[src/design/brr_pkg.sv]
// package for the bridge result readout block: read map, status layout, data carriers
// assumes one 20 MHz clock and a host reading by 3-bit read address
package brr_pkg;

   // ---------------------------------------------------------------
   // read map
   // ---------------------------------------------------------------
   localparam logic [2:0] ADDR_FIRST_HALF = 3'h0;
   localparam logic [2:0] ADDR_SECOND_HALF = 3'h1;
   localparam logic [2:0] ADDR_STATUS = 3'h2;
   localparam logic [2:0] ADDR_CFG0_MIRROR = 3'h3;
   localparam logic [2:0] ADDR_DISCHARGE = 3'h4;
   localparam logic [2:0] ADDR_CAL_PERIOD = 3'h5;
   localparam logic [2:0] ADDR_COMP_A = 3'h6;
   localparam logic [2:0] ADDR_COMP_B = 3'h7;

   localparam int DATA_W = 24;
   localparam logic [23:0] RESULT_RESET = 24'h000000;

   // ---------------------------------------------------------------
   // status word fields
   // ---------------------------------------------------------------
   localparam int STAT_BRIDGE_NUM = 23;
   localparam int STAT_TEMP_VALID = 22;
   localparam int STAT_SECOND_VALID = 21;
   localparam int STAT_FIRST_VALID = 20;
   localparam int STAT_RAM_COLLIDE = 19;
   localparam int STAT_TEMP_TIMEOUT = 18;
   localparam int STAT_SECOND_TIMEOUT = 17;
   localparam int STAT_FIRST_TIMEOUT = 16;
   localparam int TEMP_W = 16;

   // fixed-point fraction widths (host divides by 256 and 65536)
   localparam int HALF_FRAC_BITS = 8;
   localparam int DISCHARGE_FRAC_BITS = 16;
   localparam int CAL_LSB_GROUP = 8;

   // bridge select codes
   localparam logic [1:0] BRIDGE_BOTH_A = 2'h0;
   localparam logic [1:0] BRIDGE_FIRST = 2'h1;
   localparam logic [1:0] BRIDGE_SECOND = 2'h2;
   localparam logic [1:0] BRIDGE_BOTH_B = 2'h3;

   // output mode of the second slot
   typedef enum logic [1:0] {
      BRR_SLOT_RAW,
      BRR_SLOT_SUM,
      BRR_SLOT_DIFF
   } brr_slot_mode_t;

   // configuration seen by the readout
   typedef struct packed {
      logic [1:0] bridge_select;
      logic sum_output_mode;
      logic difference_output_mode;
      logic double_bridge;
   } brr_cfg_t;

   // one completed measurement from the converter core
   typedef struct packed {
      logic bridge_number;
      logic [23:0] first_half;
      logic [23:0] second_half;
      logic first_timeout;
      logic second_timeout;
   } brr_bridge_result_t;

   // timer and compensation results
   typedef struct packed {
      logic [23:0] discharge_time;
      logic [23:0] calibration_period;
      logic [23:0] comp_a;
      logic [23:0] comp_b;
   } brr_timer_result_t;

endpackage

[src/design/brr_readout.sv]
// bridge result readout: eight 24-bit read locations for the host
// assumes synchronous inputs; result strobes are one-cycle pulses from the core
`timescale 1ns/1ps

// Operation
// - halfbridge results are 16.8 unsigned fixed point
// - single bridge: select picks slots, sum/diff
// - double bridge: select fixes bridge, else status
// - status top bit shows last measured fullbridge
// - valid flags for temperature, second, first
// - error flag on converter/arithmetic RAM collision
// - timeout flags per halfbridge and temperature
// - address 3 mirrors write register 0
// - range 2 discharge time is 8.16 fixed
// - range 1 discharge time is integer LSBs
// - address 5 holds calibration period in 8-LSB
// - addresses 6,7 hold switch compensation values
module brr_readout (
   input wire logic clk_in,
   input wire logic reset_in,
   input wire brr_pkg::brr_cfg_t cfg_in,
   input wire logic [23:0] config_zero_in,
   input wire logic bridge_done_in,
   input wire brr_pkg::brr_bridge_result_t bridge_result_in,
   input wire logic temp_done_in,
   input wire logic [15:0] temperature_in,
   input wire logic temp_timeout_in,
   input wire logic ram_collide_in,
   input wire logic timer_done_in,
   input wire brr_pkg::brr_timer_result_t timer_result_in,
   input wire logic [2:0] read_addr_in,
   input wire logic read_strobe_in,
   output logic [23:0] read_data_out,
   output logic read_valid_out
);

   // ---------------------------------------------------------------
   // stored results
   // ---------------------------------------------------------------
   logic [23:0] first_half_result;
   logic [23:0] second_half_result;
   logic measured_bridge_number;
   logic temperature_valid;
   logic second_half_valid;
   logic first_half_valid;
   logic ram_collide_error;
   logic first_half_timeout;
   logic second_half_timeout;
   logic temperature_timeout;
   logic [15:0] temperature_result;
   logic [23:0] discharge_time_result;
   logic [23:0] calibration_period_result;
   logic [23:0] switch_comp_value_a;
   logic [23:0] switch_comp_value_b;
   logic [23:0] config_zero_mirror;

   brr_pkg::brr_slot_mode_t slot_mode;
   logic load_first;
   logic load_second;
   logic [23:0] next_second;
   logic [23:0] status_word;

   // second slot content per mode; arithmetic kept to 24 bits, wraps like the core
   function automatic logic [23:0] slot_value(input brr_pkg::brr_slot_mode_t mode,
                                              input logic [23:0] a,
                                              input logic [23:0] b);
      logic [23:0] r;
      r = b;
      unique case (mode)
         brr_pkg::BRR_SLOT_RAW: r = b;
         brr_pkg::BRR_SLOT_SUM: r = 24'(a + b);
         brr_pkg::BRR_SLOT_DIFF: r = 24'(b - a);
      endcase
      return r;
   endfunction

   // ---------------------------------------------------------------
   // slot selection
   // ---------------------------------------------------------------
   always_comb begin
      slot_mode = brr_pkg::BRR_SLOT_RAW;
      load_first = 1'b0;
      load_second = 1'b0;
      if (cfg_in.bridge_select == brr_pkg::BRIDGE_BOTH_A ||
          cfg_in.bridge_select == brr_pkg::BRIDGE_BOTH_B) begin
         if (cfg_in.sum_output_mode) begin
            slot_mode = brr_pkg::BRR_SLOT_SUM;
         end else if (cfg_in.difference_output_mode) begin
            slot_mode = brr_pkg::BRR_SLOT_DIFF;
         end
      end
      if (bridge_done_in) begin
         if (!cfg_in.double_bridge) begin
            unique case (cfg_in.bridge_select)
               brr_pkg::BRIDGE_FIRST: load_first = 1'b1;
               brr_pkg::BRIDGE_SECOND: load_second = 1'b1;
               default: begin
                  load_first = (slot_mode == brr_pkg::BRR_SLOT_RAW);
                  load_second = 1'b1;
               end
            endcase
         end else begin
            unique case (cfg_in.bridge_select)
               brr_pkg::BRIDGE_FIRST: begin
                  load_first = !bridge_result_in.bridge_number;
                  load_second = !bridge_result_in.bridge_number;
               end
               brr_pkg::BRIDGE_SECOND: begin
                  load_first = bridge_result_in.bridge_number;
                  load_second = bridge_result_in.bridge_number;
               end
               default: begin
                  // first slot only for bridge one in raw mode
                  load_first = (slot_mode == brr_pkg::BRR_SLOT_RAW) &&
                               !bridge_result_in.bridge_number;
                  load_second = 1'b1;
               end
            endcase
         end
      end
      next_second = slot_value(slot_mode, bridge_result_in.first_half,
                               bridge_result_in.second_half);
   end

   // ---------------------------------------------------------------
   // halfbridge results, 16 integer and 8 fractional bits as delivered
   // ---------------------------------------------------------------
   always_ff @(posedge clk_in) begin
      if (reset_in) begin
         first_half_result <= brr_pkg::RESULT_RESET;
         second_half_result <= brr_pkg::RESULT_RESET;
         first_half_valid <= 1'b0;
         second_half_valid <= 1'b0;
         first_half_timeout <= 1'b0;
         second_half_timeout <= 1'b0;
      end else begin
         if (load_first) begin
            first_half_result <= bridge_result_in.first_half;
            first_half_timeout <= bridge_result_in.first_timeout;
            first_half_valid <= !bridge_result_in.first_timeout;
         end
         if (load_second) begin
            second_half_result <= next_second;
            second_half_timeout <= bridge_result_in.second_timeout;
            second_half_valid <= !bridge_result_in.second_timeout;
         end
      end
   end

   // ---------------------------------------------------------------
   // bridge number, temperature and error flags
   // ---------------------------------------------------------------
   always_ff @(posedge clk_in) begin
      if (reset_in) begin
         measured_bridge_number <= 1'b0;
      end else if (bridge_done_in) begin
         measured_bridge_number <= cfg_in.double_bridge &&
                                   bridge_result_in.bridge_number;
      end
   end

   always_ff @(posedge clk_in) begin
      if (reset_in) begin
         temperature_result <= 16'h0000;
         temperature_valid <= 1'b0;
         temperature_timeout <= 1'b0;
      end else if (temp_done_in) begin
         temperature_result <= temperature_in;
         temperature_timeout <= temp_timeout_in;
         temperature_valid <= !temp_timeout_in;
      end
   end

   // sticky until the next measurement completes; a collision in that cycle wins
   always_ff @(posedge clk_in) begin
      if (reset_in) begin
         ram_collide_error <= 1'b0;
      end else if (ram_collide_in) begin
         ram_collide_error <= 1'b1;
      end else if (bridge_done_in) begin
         ram_collide_error <= 1'b0;
      end
   end

   // ---------------------------------------------------------------
   // timer, compensation and mirror
   // ---------------------------------------------------------------
   always_ff @(posedge clk_in) begin
      if (reset_in) begin
         discharge_time_result <= brr_pkg::RESULT_RESET;
         calibration_period_result <= brr_pkg::RESULT_RESET;
         switch_comp_value_a <= brr_pkg::RESULT_RESET;
         switch_comp_value_b <= brr_pkg::RESULT_RESET;
      end else if (timer_done_in) begin
         // range 2: 8.16 fixed; range 1: integer LSBs, format set by the core
         discharge_time_result <= timer_result_in.discharge_time;
         calibration_period_result <= timer_result_in.calibration_period;
         switch_comp_value_a <= timer_result_in.comp_a;
         switch_comp_value_b <= timer_result_in.comp_b;
      end
   end

   always_ff @(posedge clk_in) begin
      if (reset_in) begin
         config_zero_mirror <= brr_pkg::RESULT_RESET;
      end else begin
         config_zero_mirror <= config_zero_in;
      end
   end

   // ---------------------------------------------------------------
   // read port
   // ---------------------------------------------------------------
   always_comb begin
      status_word = {8'h00, temperature_result};
      status_word[brr_pkg::STAT_BRIDGE_NUM] = measured_bridge_number;
      status_word[brr_pkg::STAT_TEMP_VALID] = temperature_valid;
      status_word[brr_pkg::STAT_SECOND_VALID] = second_half_valid;
      status_word[brr_pkg::STAT_FIRST_VALID] = first_half_valid;
      status_word[brr_pkg::STAT_RAM_COLLIDE] = ram_collide_error;
      status_word[brr_pkg::STAT_TEMP_TIMEOUT] = temperature_timeout;
      status_word[brr_pkg::STAT_SECOND_TIMEOUT] = second_half_timeout;
      status_word[brr_pkg::STAT_FIRST_TIMEOUT] = first_half_timeout;
   end

   always_ff @(posedge clk_in) begin
      if (reset_in) begin
         read_data_out <= brr_pkg::RESULT_RESET;
         read_valid_out <= 1'b0;
      end else begin
         read_valid_out <= read_strobe_in;
         if (read_strobe_in) begin
            unique case (read_addr_in)
               brr_pkg::ADDR_FIRST_HALF: read_data_out <= first_half_result;
               brr_pkg::ADDR_SECOND_HALF: read_data_out <= second_half_result;
               brr_pkg::ADDR_STATUS: read_data_out <= status_word;
               brr_pkg::ADDR_CFG0_MIRROR: read_data_out <= config_zero_mirror;
               brr_pkg::ADDR_DISCHARGE: read_data_out <= discharge_time_result;
               brr_pkg::ADDR_CAL_PERIOD: read_data_out <= calibration_period_result;
               brr_pkg::ADDR_COMP_A: read_data_out <= switch_comp_value_a;
               brr_pkg::ADDR_COMP_B: read_data_out <= switch_comp_value_b;
            endcase
         end
      end
   end
endmodule

[config.mk]
export PLATFORM = sky130hd
export DESIGN_NAME = brr_readout
export DESIGN_NICKNAME = d
export VERILOG_FILES = /design/src/design/brr_pkg.sv /design/src/design/brr_readout.sv
export SDC_FILE = /design/constraint.sdc
export NUM_CORES = 1
export LEC_CHECK = 0
export ABC_AREA = 1
export BUFFER_PORTS_ARGS = -buffer_cell sky130_fd_sc_hd__buf_2
export CAP_MARGIN = 10
export CORE_AREA = 5 5 146 148
export CTS_BUF_LIST = sky130_fd_sc_hd__clkbuf_16
export DETAILED_ROUTE_END_ITERATION = 16
export DIE_AREA = 0 0 151 153
export PLACE_DENSITY_LB_ADDON = 0.2
export SKIP_LAST_GASP = 1
export SYNTH_ARGS = -nofsm -noshare
export SYNTH_HDL_FRONTEND = slang
export SYNTH_SLANG_ARGS = --single-unit
[constraint.sdc]
create_clock -name clk_in -period 4 [get_ports clk_in]
set_clock_uncertainty 0.05 [all_clocks]
set_input_delay 0.2 -clock clk_in [delete_from_list [all_inputs] [get_ports clk_in]]
set_output_delay 0.2 -clock clk_in [all_outputs]
set_load 0.005 [all_outputs]
==> run summary <==
Worst-Margin Slew - 1.069 ns
Avg Cell Area, Syn - 7.045 µm²
P&R area growth vs syn - 32.03%
setup ws final - 0.4910 ns
Post-DP HPWL - 27940 µm
clk slew on worst S/H paths - 0.07 ns
post-cts sizing count - 0
WL/cell - 19.53 µm
Die Y - 153 µm
Seq/Total Area, Yosys - 40.65%
vias in the first global route - 11540
fillers - 1616
core box area - 19910 µm²
cts-stage hold buffer count - 152
clk root buf - clkbuf_16
Setup crit end kind - register
Vias/cell - 5.648
Post-synth top cells - nor2_1 (233), dfxtp_1 (217), nand2_1 (215)
gr usage total - 34.88%
Req. time, crit path - 4.31 ns
largest family of logic cells by synthesized area - compound AO/OA/AOI/OAI gates
status - completed
Setup TNS - 0 ns
top-count cell post-synth - nor2_1
largest net degree at the start of global routing - 128
nets - 2084
routed via count - 12070
IO Port Bufs - 227
gpl congestion - 1.062
setup violators final - 0
post-synthesis mux area share - 0.09365%
area leader, netlist - dfxtp_1
# rows - 52
Synth Instances - 1517
die width - 151 µm
library cells used by synthesis - 46
clock tree buffer depth - 3
Slew Limit Fails - 0
Setup CP Type - in -> reg
ys flop type - dfxtp_1
routed wire length - 41730 µm
first-pass GRT wire length - 63680 µm
Die Footprint - 23100 µm²
antenna viol nets, final - 0
CTS tree - done
yosys warns - 0
max capacitance violation total - 0
asr flop ratio synth - 0%
period utilization - 87.73%
simple logic cell fraction of the synthesized area - 19.74%
initial core utilization - 53.68%
syn nets - 1750
post-synthesis xor/xnor area fraction - 2.622%
unrepaired setup endpoints after global routing - false
max_slew headroom - 28.70%
synth top area cells - dfxtp_1 (41%), o21ai_0 (9.5%), nor2_1 (8.2%), a21oi_1 (7.7%), nand2_1 (7.6%)
Hold Path Class - in -> reg
Netlist Area Pre-Place - 10690 µm²
CTS Sinks - 217
static leakage - 6.540 nW
worst-path fanout max - 6
f_max - 285.0 MHz
#FFs+latches synth - 217
crit path launch type - primary input
Synth Area in Adders - 3.582%
pwr dens - 391.3 nW/µm²
compound-gate portion of the synthesized area - 23.79%
DRT iter0 DRCs - 1120
Period minus WS final - 3.509 ns
# IOs - 228
EDFF count, synth - 0
# DRC - 0
Fin. Hold Viols - 0
worst-skew pair later-pin latency - 0.51 ns
initial antenna violation count - 1
1st-pass router iterations - 7
GR Overflow Total - 0
CTS buffer count - 23
Synth top area share - 40.65%
Post-CTS Repair Setup Buffers - 0
# H-tree levels - 1
worst ir drop on vdd - 0.0003341 V
dpl ws - 0.2838 ns
ratio of cells with drive above 1 in the final layout - 15.81%
worst path arrival time - 3.82 ns
worst max-delay path, stage by stage:
cell and delay [ns]:
dlygate4sd3_1 0.53, buf_2 0.13, inv_1 0.13, ha_1 0.19
nand3_1 0.18, o31ai_2 0.40, nand2_1 0.16, a21oi_1 0.19
xor2_1 0.19, ha_1 0.32, nand2_1 0.15, inv_1 0.06
nand2_1 0.12, inv_1 0.05, a21oi_1 0.16, nand3_1 0.18
nand2_1 0.11, nand2_1 0.06, o21ai_0 0.21, a21oi_1 0.09
state kept, by name, indices dropped and copies added (netlist names), 16 cells and up:
| register | cells |
|---|---|
| calibration_period_result | 24 |
| config_zero_mirror | 24 |
| discharge_time_result | 24 |
| first_half_result | 24 |
| read_data_out | 24 |
| second_half_result | 24 |
| switch_comp_value_a | 24 |
| switch_comp_value_b | 24 |
| temperature_result | 16 |
final timing paths:
path | cells after the start | from | slack [ns] | endpoint
hold / removal | 3 | bridge_result_in[3] | 0.0002 | second_half_result[1]
setup reg to reg | 6 | calibration_period_result[0] | 2.26 | read_data_out[0]
setup / recovery | 20 | bridge_result_in[26] | 0.49 | second_half_result[21]
hold reg to reg | 2 | calibration_period_result[19] | 0.40 | calibration_period_result[19]
metrics by stage:
step / total power [mW] / hold slack, ns / utilization (%) / cells / cell area [µm²]
after detailed placement: 3.461 / 0.3509 / 59.87 / 1944 / 11920
after floorplan: 3.068 / 0.2400 / - / 1517 / 10690
after CTS: 5.468 / 0.0001992 / 70.86 / 2136 / 14110
after global routing: 5.730 / 0.01839 / 70.88 / 2137 / 14110
final: 5.521 / 0.0002069 / 70.88 / 2137 / 14110
after global placement: 3.449 / 0.3452 / 59.87 / 1944 / 11920
placed cells by master, fill, tap and decap left out, types with 3 or more instances in the layout:
cell type	count
inv_4	3
a31oi_1	3
nand2_1	215
nor2_1	233
clkbuf_16	23
a41oi_1	7
nand4_1	8
xor2_1	23
a221oi_1	16
inv_1	174
buf_2	227
a21oi_1	165
dfxtp_1	217
a22oi_1	5
a2111oi_0	8
a2111oi_2	3
o21bai_1	4
or2_2	3
clkinv_1	3
a21o_1	5
o22ai_1	19
ha_1	29
buf_4	10
clkinvlp_4	6
nor3_1	8
dlygate4sd3_1	152
inv_2	7
o21ai_1	9
o21ai_0	202
nand3_1	46
xnor2_1	9
cell families after synthesis:
logic type                 Yosys count
and+or+nand+nor                    521
AOI/OAI and AO/OA                  457
buffers and inverters              259
DFF                                217
xor gates and xnor gates            32
adders and majority gates           30
muxes                                1
cell type report:
class	count	area, µm²	share of cell area, %
repair buffers	390	2753	19.51
well taps	270	337.8	2.394
flip-flops and latches	217	4344	30.79
inverters	178	675.6	4.788
clock buffers	23	575.6	4.079
multi-input cells	1041	5330	37.77
clock inverters	17	92.59	0.6561
diodes	1	2.502	0.01773
routing by layer:
metal / part of all wire [%] / GRT usage (%) / wire length (µm)
met5: 0 / 0 / 0
met4: 4.3 / 12.95 / 1805
met3: 9.5 / 5.834 / 3968
met2: 45 / 54.81 / 18710
met1: 41 / 48.12 / 17240
power by group:
part / internal, mW / switching, mW / leakage [nW]
logic: 0.458 / 0.710 / 4.41
registers: 2.33 / 0.0911 / 1.80
clock network: 1.05 / 0.887 / 0.329
(Power assumes the default switching activity.)
